File: src/verilog/ravr_defs.svh
// Offsets, field positions, masks, reset values and status bits of the alarm value block.
// Assumes inclusion by bare name from ravr_top, ravr_cmp and the bench.
`ifndef RAVR_DEFS_SVH
`define RAVR_DEFS_SVH
`define RAVR_OFF_TIME 8'h00
`define RAVR_OFF_DATE 8'h04
`define RAVR_OFF_STAT 8'h08
`define RAVR_OFF_MASK 8'h0c
`define RAVR_TIME_MASK 32'h3f7f7f00
`define RAVR_DATE_MASK 32'h001f3f07
`define RAVR_HRT_LSB 28
`define RAVR_HRU_LSB 24
`define RAVR_MNT_LSB 20
`define RAVR_MNU_LSB 16
`define RAVR_SCT_LSB 12
`define RAVR_SCU_LSB 8
`define RAVR_MOT_LSB 20
`define RAVR_MOU_LSB 16
`define RAVR_DYT_LSB 12
`define RAVR_DYU_LSB 8
`define RAVR_WD_LSB 0
`define RAVR_TIME_RST 32'h00000000
`define RAVR_DATE_RST 32'h00000000
`define RAVR_IRQ_MATCH 0
`define RAVR_IRQ_WRERR 1
`endif

File: src/verilog/ravr_pkg.sv
// Types shared by the alarm value block.
// Assumes ravr_defs.svh is on the include path.
package ravr_pkg;
	typedef struct packed {
		logic [1:0] hour_tens;
		logic [3:0] hour_units;
		logic [2:0] minute_tens;
		logic [3:0] minute_units;
		logic [2:0] second_tens;
		logic [3:0] second_units;
		logic month_tens;
		logic [3:0] month_units;
		logic [1:0] mday_tens;
		logic [3:0] mday_units;
		logic [2:0] weekday;
	} ravr_cal_t;
	typedef struct packed {
		logic cyc;
		logic stb;
		logic we;
		logic [3:0] sel;
		logic [7:0] adr;
		logic [31:0] dat;
	} ravr_wb_req_t;
	typedef struct packed {
		logic ack;
		logic [31:0] dat;
	} ravr_wb_rsp_t;
	typedef enum logic [1:0] {
		RAVR_IDLE,
		RAVR_ACK
	} ravr_bus_state_t;
endpackage : ravr_pkg

File: src/verilog/ravr_cmp.sv
// Compares alarm fields with the running calendar on a second tick.
// Assumes now_in is stable when tick_in pulses.
`timescale 1ns/10ps
`include "ravr_defs.svh"
module ravr_cmp
	import ravr_pkg::*;
(
	input wire logic ref_clk_in, // Clock
	input wire logic rst_in, // Sync reset
	input wire ravr_pkg::ravr_cal_t alarm_in, // Alarm fields
	input wire ravr_pkg::ravr_cal_t now_in, // Running calendar
	input wire logic tick_in, // One-second pulse
	output logic match_out // Match pulse
);
	import ravr_pkg::*;
	logic match_r;
	always_ff @(posedge ref_clk_in) begin
		if (rst_in)
			match_r <= 1'b0;
		else
			match_r <= tick_in && (alarm_in == now_in);
	end
	assign match_out = match_r;
endmodule : ravr_cmp

File: src/verilog/ravr_merge.sv
// Byte-lane write merge with implemented-bit masking.
// Assumes sel is a classic Wishbone byte select.
`timescale 1ns/10ps
module ravr_merge #(
	parameter int WIDTH = 32
) (
	input wire logic [WIDTH-1:0] old_in, // Current value
	input wire logic [WIDTH-1:0] wdat_in, // Write data
	input wire logic [WIDTH/8-1:0] sel_in, // Byte select
	input wire logic [WIDTH-1:0] impl_in, // Implemented bits
	output logic [WIDTH-1:0] new_out // Merged value
);
	// Lanes are whole bytes; any other width cannot be byte-selected
	if (WIDTH < 8 || WIDTH % 8 != 0) begin : g_bad_width
		$error("ravr_merge: width not whole bytes");
	end
	genvar g;
	for (g = 0; g < WIDTH / 8; g++) begin : g_lane
		assign new_out[g*8 +: 8] = sel_in[g] ?
			(wdat_in[g*8 +: 8] & impl_in[g*8 +: 8]) : old_in[g*8 +: 8];
	end
endmodule : ravr_merge

File: src/verilog/ravr_top.sv
// Alarm time and date value registers on a classic Wishbone slave.
// Assumes a synchronous bus master on ref_clk_in and a running calendar.
//
// Functional notes
// - hour tens, bits 29-28, 0 to 2
// - hour units, bits 27-24, 0 to 9
// - minute tens, bits 22-20, 0 to 5
// - minute units, bits 19-16
// - second tens, bits 14-12
// - second units, bits 11-8
// - time unused bits read zero
// - month tens, bit 20, 0 or 1
// - month units, bits 19-16
// - day tens, bits 13-12, 0 to 3
// - day units, bits 11-8
// - weekday, bits 2-0, 0 to 6
// - date unused bits read zero
//
// Decided for this implementation: the register addresses and the Wishbone slave port.
`timescale 1ns/10ps
`include "ravr_defs.svh"
module ravr_top
	import ravr_pkg::*;
(
	input wire logic ref_clk_in, // 10 MHz clock
	input wire logic rst_in, // Sync reset, high
	input wire ravr_pkg::ravr_wb_req_t wb_req_in, // Wishbone request
	output ravr_pkg::ravr_wb_rsp_t wb_rsp_out, // Wishbone answer
	input wire ravr_pkg::ravr_cal_t now_in, // Running calendar
	input wire logic sec_tick_in, // One-second pulse
	output logic alarm_match_out, // Match pulse
	output logic irq_out // Level interrupt
);
	import ravr_pkg::*;

	////////////////////////////////////////////////////////////////////
	typedef struct packed {
		ravr_bus_state_t st;
		logic ack;
		logic [31:0] rdat;
		logic [31:0] time_v;
		logic [31:0] date_v;
		logic [1:0] stat;
		logic [1:0] mask;
		logic match;
		logic irq;
	} ravr_state_t;

	ravr_state_t s_r;
	ravr_state_t s_nxt;
	ravr_cal_t alarm_c;
	logic [31:0] time_new;
	logic [31:0] date_new;
	logic cmp_match;

	function automatic logic legal_time(input logic [31:0] v);
		legal_time = v[29:28] <= 2'h2 && v[27:24] <= 4'h9 &&
			v[22:20] <= 3'h5 && v[19:16] <= 4'h9 &&
			v[14:12] <= 3'h5 && v[11:8] <= 4'h9;
	endfunction : legal_time

	function automatic logic legal_date(input logic [31:0] v);
		legal_date = v[19:16] <= 4'h9 && v[13:12] <= 2'h3 &&
			v[11:8] <= 4'h9 && v[2:0] <= 3'h6;
	endfunction : legal_date

	////////////////////////////////////////////////////////////////////
	// Field extraction from the stored words
	always_comb begin
		alarm_c.hour_tens = s_r.time_v[`RAVR_HRT_LSB +: 2];
		alarm_c.hour_units = s_r.time_v[`RAVR_HRU_LSB +: 4];
		alarm_c.minute_tens = s_r.time_v[`RAVR_MNT_LSB +: 3];
		alarm_c.minute_units = s_r.time_v[`RAVR_MNU_LSB +: 4];
		alarm_c.second_tens = s_r.time_v[`RAVR_SCT_LSB +: 3];
		alarm_c.second_units = s_r.time_v[`RAVR_SCU_LSB +: 4];
		alarm_c.month_tens = s_r.date_v[`RAVR_MOT_LSB];
		alarm_c.month_units = s_r.date_v[`RAVR_MOU_LSB +: 4];
		alarm_c.mday_tens = s_r.date_v[`RAVR_DYT_LSB +: 2];
		alarm_c.mday_units = s_r.date_v[`RAVR_DYU_LSB +: 4];
		alarm_c.weekday = s_r.date_v[`RAVR_WD_LSB +: 3];
	end

	ravr_merge #(.WIDTH(32)) u_mtime (
		.old_in(s_r.time_v),
		.wdat_in(wb_req_in.dat),
		.sel_in(wb_req_in.sel),
		.impl_in(`RAVR_TIME_MASK),
		.new_out(time_new)
	);

	ravr_merge #(.WIDTH(32)) u_mdate (
		.old_in(s_r.date_v),
		.wdat_in(wb_req_in.dat),
		.sel_in(wb_req_in.sel),
		.impl_in(`RAVR_DATE_MASK),
		.new_out(date_new)
	);

	ravr_cmp u_cmp (
		.ref_clk_in(ref_clk_in),
		.rst_in(rst_in),
		.alarm_in(alarm_c),
		.now_in(now_in),
		.tick_in(sec_tick_in),
		.match_out(cmp_match)
	);

	////////////////////////////////////////////////////////////////////
	// Bus slave, registers, interrupt status
	always_comb begin
		logic req;
		logic [1:0] ev;
		logic [1:0] clr;
		req = 1'b0;
		ev = 2'b00;
		clr = 2'b00;
		s_nxt = s_r;
		s_nxt.ack = 1'b0;
		req = wb_req_in.cyc && wb_req_in.stb;
		case (s_r.st)
			RAVR_IDLE: begin
				if (req) begin
					s_nxt.ack = 1'b1;
					s_nxt.st = RAVR_ACK;
					s_nxt.rdat = 32'h00000000;
					case (wb_req_in.adr)
						`RAVR_OFF_TIME: s_nxt.rdat = s_r.time_v;
						`RAVR_OFF_DATE: s_nxt.rdat = s_r.date_v;
						`RAVR_OFF_STAT: s_nxt.rdat = {30'h0, s_r.stat};
						`RAVR_OFF_MASK: s_nxt.rdat = {30'h0, s_r.mask};
						default: s_nxt.rdat = 32'h00000000;
					endcase
					if (wb_req_in.we) begin
						case (wb_req_in.adr)
							`RAVR_OFF_TIME: begin
								s_nxt.time_v = time_new;
								ev[`RAVR_IRQ_WRERR] = !legal_time(time_new);
							end
							`RAVR_OFF_DATE: begin
								s_nxt.date_v = date_new;
								ev[`RAVR_IRQ_WRERR] = !legal_date(date_new);
							end
							`RAVR_OFF_STAT: begin
								if (wb_req_in.sel[0])
									clr = wb_req_in.dat[1:0];
							end
							`RAVR_OFF_MASK: begin
								if (wb_req_in.sel[0])
									s_nxt.mask = wb_req_in.dat[1:0];
							end
							default: ;
						endcase
					end
				end
			end
			RAVR_ACK: s_nxt.st = RAVR_IDLE;
			default: s_nxt.st = RAVR_IDLE;
		endcase
		ev[`RAVR_IRQ_MATCH] = cmp_match;
		// Set beats clear so an event in the clear cycle is kept
		s_nxt.stat = (s_r.stat & ~clr) | ev;
		s_nxt.match = cmp_match;
		s_nxt.irq = |(s_nxt.stat & s_nxt.mask);
	end

	always_ff @(posedge ref_clk_in) begin
		if (rst_in) begin
			s_r.st <= RAVR_IDLE;
			s_r.ack <= 1'b0;
			s_r.rdat <= 32'h00000000;
			s_r.time_v <= `RAVR_TIME_RST;
			s_r.date_v <= `RAVR_DATE_RST;
			s_r.stat <= 2'h0;
			s_r.mask <= 2'h0;
			s_r.match <= 1'b0;
			s_r.irq <= 1'b0;
		end else begin
			s_r <= s_nxt;
		end
	end

	assign wb_rsp_out.ack = s_r.ack;
	assign wb_rsp_out.dat = s_r.rdat;
	assign alarm_match_out = s_r.match;
	assign irq_out = s_r.irq;

	////////////////////////////////////////////////////////////////////
	// Assertions
	property p_time_zero;
		@(posedge ref_clk_in) disable iff (rst_in)
		(s_r.time_v & ~`RAVR_TIME_MASK) == 32'h0;
	endproperty
	a_time_zero: assert property (p_time_zero)
		else $error("time unused bits not zero");

	property p_date_zero;
		@(posedge ref_clk_in) disable iff (rst_in)
		(s_r.date_v & ~`RAVR_DATE_MASK) == 32'h0;
	endproperty
	a_date_zero: assert property (p_date_zero)
		else $error("date unused bits not zero");

	property p_hour_wr;
		@(posedge ref_clk_in) disable iff (rst_in)
		(s_r.st == RAVR_IDLE && wb_req_in.cyc && wb_req_in.stb &&
			wb_req_in.we && wb_req_in.adr == `RAVR_OFF_TIME &&
			wb_req_in.sel[3])
		|=> s_r.time_v[29:24] == $past(wb_req_in.dat[29:24]);
	endproperty
	a_hour_wr: assert property (p_hour_wr)
		else $error("hour field not stored");

	property p_sec_wr;
		@(posedge ref_clk_in) disable iff (rst_in)
		(s_r.st == RAVR_IDLE && wb_req_in.cyc && wb_req_in.stb &&
			wb_req_in.we && wb_req_in.adr == `RAVR_OFF_TIME &&
			wb_req_in.sel[1])
		|=> s_r.time_v[14:8] == $past(wb_req_in.dat[14:8]);
	endproperty
	a_sec_wr: assert property (p_sec_wr)
		else $error("second field not stored");

	property p_wday_rd;
		@(posedge ref_clk_in) disable iff (rst_in)
		(s_r.st == RAVR_IDLE && wb_req_in.cyc && wb_req_in.stb &&
			!wb_req_in.we && wb_req_in.adr == `RAVR_OFF_DATE)
		|=> wb_rsp_out.ack && wb_rsp_out.dat[2:0] == $past(s_r.date_v[2:0]);
	endproperty
	a_wday_rd: assert property (p_wday_rd)
		else $error("weekday read wrong");

	property p_ack_once;
		@(posedge ref_clk_in) disable iff (rst_in)
		wb_rsp_out.ack |=> !wb_rsp_out.ack;
	endproperty
	a_ack_once: assert property (p_ack_once)
		else $error("ack longer than one cycle");

	property p_match;
		@(posedge ref_clk_in) disable iff (rst_in)
		(sec_tick_in && alarm_c == now_in) |-> ##2 alarm_match_out;
	endproperty
	a_match: assert property (p_match)
		else $error("alarm match missed");

	property p_no_match;
		@(posedge ref_clk_in) disable iff (rst_in)
		!sec_tick_in |-> ##2 !alarm_match_out;
	endproperty
	a_no_match: assert property (p_no_match)
		else $error("match without tick");

	property p_irq;
		@(posedge ref_clk_in) disable iff (rst_in)
		irq_out == |(s_r.stat & s_r.mask);
	endproperty
	a_irq: assert property (p_irq)
		else $error("irq not following status");

	property p_min_wr;
		@(posedge ref_clk_in) disable iff (rst_in)
		(s_r.st == RAVR_IDLE && wb_req_in.cyc && wb_req_in.stb &&
			wb_req_in.we && wb_req_in.adr == `RAVR_OFF_TIME &&
			wb_req_in.sel[2])
		|=> s_r.time_v[22:16] == $past(wb_req_in.dat[22:16]);
	endproperty
	a_min_wr: assert property (p_min_wr)
		else $error("minute field not stored");

	property p_month_wr;
		@(posedge ref_clk_in) disable iff (rst_in)
		(s_r.st == RAVR_IDLE && wb_req_in.cyc && wb_req_in.stb &&
			wb_req_in.we && wb_req_in.adr == `RAVR_OFF_DATE &&
			wb_req_in.sel[2])
		|=> s_r.date_v[20:16] == $past(wb_req_in.dat[20:16]);
	endproperty
	a_month_wr: assert property (p_month_wr)
		else $error("month field not stored");

	property p_mday_wr;
		@(posedge ref_clk_in) disable iff (rst_in)
		(s_r.st == RAVR_IDLE && wb_req_in.cyc && wb_req_in.stb &&
			wb_req_in.we && wb_req_in.adr == `RAVR_OFF_DATE &&
			wb_req_in.sel[1])
		|=> s_r.date_v[13:8] == $past(wb_req_in.dat[13:8]);
	endproperty
	a_mday_wr: assert property (p_mday_wr)
		else $error("day of month field not stored");

	property p_wday_wr;
		@(posedge ref_clk_in) disable iff (rst_in)
		(s_r.st == RAVR_IDLE && wb_req_in.cyc && wb_req_in.stb &&
			wb_req_in.we && wb_req_in.adr == `RAVR_OFF_DATE &&
			wb_req_in.sel[0])
		|=> s_r.date_v[2:0] == $past(wb_req_in.dat[2:0]);
	endproperty
	a_wday_wr: assert property (p_wday_wr)
		else $error("weekday field not stored");

	// Only a taken write may move the stored alarm time
	property p_time_keep;
		@(posedge ref_clk_in) disable iff (rst_in)
		!(s_r.st == RAVR_IDLE && wb_req_in.cyc && wb_req_in.stb &&
			wb_req_in.we && wb_req_in.adr == `RAVR_OFF_TIME)
		|=> $stable(s_r.time_v);
	endproperty
	a_time_keep: assert property (p_time_keep)
		else $error("time changed without a write");

	property p_date_keep;
		@(posedge ref_clk_in) disable iff (rst_in)
		!(s_r.st == RAVR_IDLE && wb_req_in.cyc && wb_req_in.stb &&
			wb_req_in.we && wb_req_in.adr == `RAVR_OFF_DATE)
		|=> $stable(s_r.date_v);
	endproperty
	a_date_keep: assert property (p_date_keep)
		else $error("date changed without a write");

	// A time write with out-of-range digits must be flagged in status
	property p_range_err;
		@(posedge ref_clk_in) disable iff (rst_in)
		(s_r.st == RAVR_IDLE && wb_req_in.cyc && wb_req_in.stb &&
			wb_req_in.we && wb_req_in.adr == `RAVR_OFF_TIME &&
			!legal_time(time_new))
		|=> s_r.stat[`RAVR_IRQ_WRERR];
	endproperty
	a_range_err: assert property (p_range_err)
		else $error("range error not flagged");
endmodule : ravr_top
File: config.mk
export PLATFORM = sky130hd
export DESIGN_NAME = ravr_top
export DESIGN_NICKNAME = d
export VERILOG_FILES = /design/src/verilog/ravr_pkg.sv /design/src/verilog/ravr_cmp.sv /design/src/verilog/ravr_merge.sv /design/src/verilog/ravr_top.sv
export VERILOG_INCLUDE_DIRS = /design/src /design/src/verilog
export SDC_FILE = /design/constraint.sdc
export NUM_CORES = 1
export LEC_CHECK = 0
export BUFFER_PORTS_ARGS = -buffer_cell sky130_fd_sc_hd__buf_2
export CORE_MARGIN = 2
export CORE_UTILIZATION = 45
export DETAILED_ROUTE_END_ITERATION = 6
export GPL_ROUTABILITY_DRIVEN = 1
export HOLD_SLACK_MARGIN = 0.1
export PLACE_DENSITY = 0.68
export SYNTH_ARGS = -nofsm -noshare
export SYNTH_HDL_FRONTEND = slang
export SYNTH_HIERARCHICAL = 1
export SYNTH_SLANG_ARGS = --single-unit
File: constraint.sdc
create_clock -name ref_clk_in -period 2.6 [get_ports ref_clk_in]
set_input_delay 0.65 -clock ref_clk_in [delete_from_list [all_inputs] [get_ports ref_clk_in]]
set_output_delay 0.65 -clock ref_clk_in [all_outputs]
set_load 0.005 [all_outputs]
==> reports/metrics.sh <==
SYNTH-ASYNC-RESET-RATIO=0
POSTSYNTHCELLCOUNT=755
SYNTH.FF_LATCH_COUNT=105
CTS_RESIZED=0
LAYOUT.CELLS.MOST_COMMON_LIST='132 x nand2_1, 117 x buf_2, 105 x dfxtp_1'
DIE_FOOTPRINT_UM2=13600
TIMING.FMAX_MHz=526
FINALWIRELENGTH_UM=15000
TOTALNEGATIVESETUPSLACK_NS=0
DIE_HEIGHT_UM=117
FINAL_NET_COUNT=970
TRITONCTS='built'
SYNTH.AVG_CELL_AREA_UM2=7.57
GRT_FIRST_PASS_WIRELENGTH_UM=23500
SYNTH_CELL_TYPES=34
STATUS='finished clean'
GRT_USE_MET1=0.302
CTS_HOLD_REPAIR.BUFFERS=0
TIMING.CRITICAL_PATH.FANOUT_MAX=32
CTS_BUFFER_DEPTH=2
NUMBER_OF_ENDPOINTS_FAILING_SETUP_AT_THE_FINAL_STAGE=0
DRT_FIRST_ITER_VIOLATIONS=401
SYNTH_FLOP_CELL='dfxtp_1'
DRIVE_ABOVE_1_SHARE=0.208
CLKTRANSATPATHREGS_NS=0.07
REPORT.FINAL.SLEW_VIOL_COUNT=0
PERIOD_SHARE=0.731
GRT-BUSIEST-LAYER='met2'
P_INT_mW=2.58
ENDPOINT_KIND='flop'
POWER.NET_SWITCHING_uW=792
SEQPWRFRAC=0.477
GRT.MET3_USAGE=0.0389
ANTENNA_CELLS=0
LAYOUT_COMMONEST_CELL='nand2_1'
MAX_CAP_VIOL_COUNT=0
TOP_LEVEL_PORTS=119
SETUP_REPAIR_AFTER_GLOBAL_ROUTING_MISSED_ITS_MARGIN='no'
POWER_LEAKAGE_nW=2.67
ROUTED-VIA-COUNT=5197
PLACE.DETAILED.HPWL_UM=10500
POST_CTS_BUFFERS=0
CELLPOWERDENSITY_nW_PER_UM2=504
DIE_W_UM=117
SETUP_SLACK_NS=0.699
CLOCK-ROOT-BUFFER='clkbuf_16'
GRT_MAX_DEGREE=50
IRDROPWORSTVDD_uV=246
SYNTH_TOP_CELL_AREA_SHARE=0.368
WORST_SKEW_PAIR.LATE_LATENCY_NS=0.36
PLACE_WORST_SETUP_SLACK_NS=0.329
GRT.OVERFLOW.TOTAL=0
DETAIL_ROUTE.FIRST_PASS.ITERATIONS=5
YS_SEQ_AREA_FRAC=0.368
CTS.SINKS=105
YS_WARN_COUNT=6
CRIT_ARRIVAL_NS=2.14
NETLIST.TOP_CELL.BY_AREA='dfxtp_1'
IO_BUFFERS=118
CLOCK_POWER_SHARE=0.444
VIASPERCELL=4.89
CTS-BUFFERS-INSERTED=9
GLOBALPLACE.CONGESTION=0.815
DETAIL_ROUTE.DRC_VIOLATIONS=0
WHS_NS=0.466
POST_SYNTH_MAIN_AREA_CONTRIBUTORS='dfxtp_1 37%, nand2_1 8.7%, nand3_1 6.1%'
SYNTH_EDF_COUNT=0
ROUTE.ANTENNA.REMAINING_NETS=0
GROUTE.USAGE.OVERALL=0.224
TOTAL_POWER_mW=3.37
GRT_ANTENNA_BEFORE_REPAIR=0
REQUIRED_NS=2.84
START_KIND='primary input'
POWER_SWITCHING_SHARE=0.235
MAX_SLEW.WORST_PIN.SLEW_NS=0.560
VIA_COUNT_OF_THE_FIRST_GLOBAL_ROUTING_PASS=4664
ROWS=41
FLOORPLAN.INITIALDENSITY=0.457
SYNTHESIS.AREA_UM2=5720
POWER.COMBINATIONAL.FRACTION=0.079
CTS.HTREE.LEVELS=3
TIMING_WORST_SETUP_PATH_TYPE='in2reg'
PLACEABLECOREAREA_UM2=12500
WORST_SLEW_MARGIN_REL=0.623
WL_PER_CELL_UM=14.1
GRT_UTIL_MET2=0.352
SYN_TO_FINAL_GROWTH_PCT=16.9
FINALWORSTPATHREQUIREDPERIOD_NS=1.90
FINALHOLDVIOLCOUNT=0
FINALCLOCKSKEW_NS=0.00752
HOLDCRITPATHCLASS='reg2reg'
[worst max-delay path: stages]
cell and delay [ns]:
buf_2 0.38, o21ai_0 0.21, a222oi_1 0.34, nand4_1 0.13, a211oi_1 0.30, o22ai_1 0.13
[power by group through the flow]
stage	clock [mW]	sequential [mW]	combinational [mW]
2_1_floorplan	0	1.65	0.143
3_3_place_gp	0	1.65	0.261
3_5_place_dp	0	1.65	0.261
4_1_cts	1.52	1.61	0.262
5_1_grt	1.58	1.61	0.296
6_report	1.50	1.61	0.265
[through the flow]
stage | instance area (um^2) | std cells | utilization
after floorplan | 5950 | 817 | -
after global placement | 6350 | 1047 | 0.508
after detailed placement | 6350 | 1047 | 0.508
after CTS | 6690 | 1063 | 0.534
after global routing | 6690 | 1063 | 0.534
final | 6690 | 1063 | 0.534
[synth_stat cells (all sizes together) (3+ instances only)]
| cell | number |
|---|---|
| dfxtp | 105 |
| o21ai | 69 |
| mux2 | 30 |
| and4 | 3 |
| nand4 | 4 |
| nand3 | 70 |
| xnor2 | 3 |
| xor2 | 31 |
| a22oi | 32 |
| buf | 51 |
| nor4 | 9 |
| clkbuf | 26 |
| nand2 | 132 |
| a21oi | 65 |
| nor2 | 38 |
| inv | 67 |
[logic make-up (layout without fill, tap and decap cells)]
family                 Yosys count  in the layout  share of synthesized area
AO/OA/AOI/OAI                  172            172                      0.167
other                            2             64                    0.00131
multiplexers                    32             32                     0.0670
XOR/XNOR                        34             34                     0.0521
flip-flops                     105            105                      0.368
AND/OR/NAND/NOR                266            266                      0.208
buffers and inverters          144            218                      0.137
[flip-flops by register name (all words and copies together) (netlist names)]
| register | cells |
|---|---|
| alarm_c | 34 |
| alarm_match_out | 1 |
| irq_out | 1 |
| s_r | 35 |
| u_cmp/match_out | 1 |
| wb_rsp_out | 33 |
[routing by layer]
metal | wire length (um) | vias up | part of all wire
li1 | - | 2698 | -
met1 | 6990 | 2340 | 0.47
met2 | 6880 | 133 | 0.46
met3 | 774 | 26 | 0.052
met4 | 365 | 0 | 0.024
met5 | 0 | - | 0
[layout make-up]
class,instances,area (um^2)
Clock buffer,10,239
Clock inverter,6,91.3
Fill cell,1259,5830
Inverter,67,251
Multi-Input combinational cell,568,3070
Sequential cell,105,2100
Tap cell,172,215
Timing Repair Buffer,135,721
[worst paths after layout]
kind,from,to,slack [ns],cells after the start
worst max-delay path,wb_req_in[42],irq_out,0.70,6
worst min-delay path,s_r[37],s_r[37],0.47,2
worst max register to register,s_r[103],irq_out,0.86,6
worst min register to register,s_r[37],s_r[37],0.47,2
Note: power is estimated with default switching activity, not from simulation.
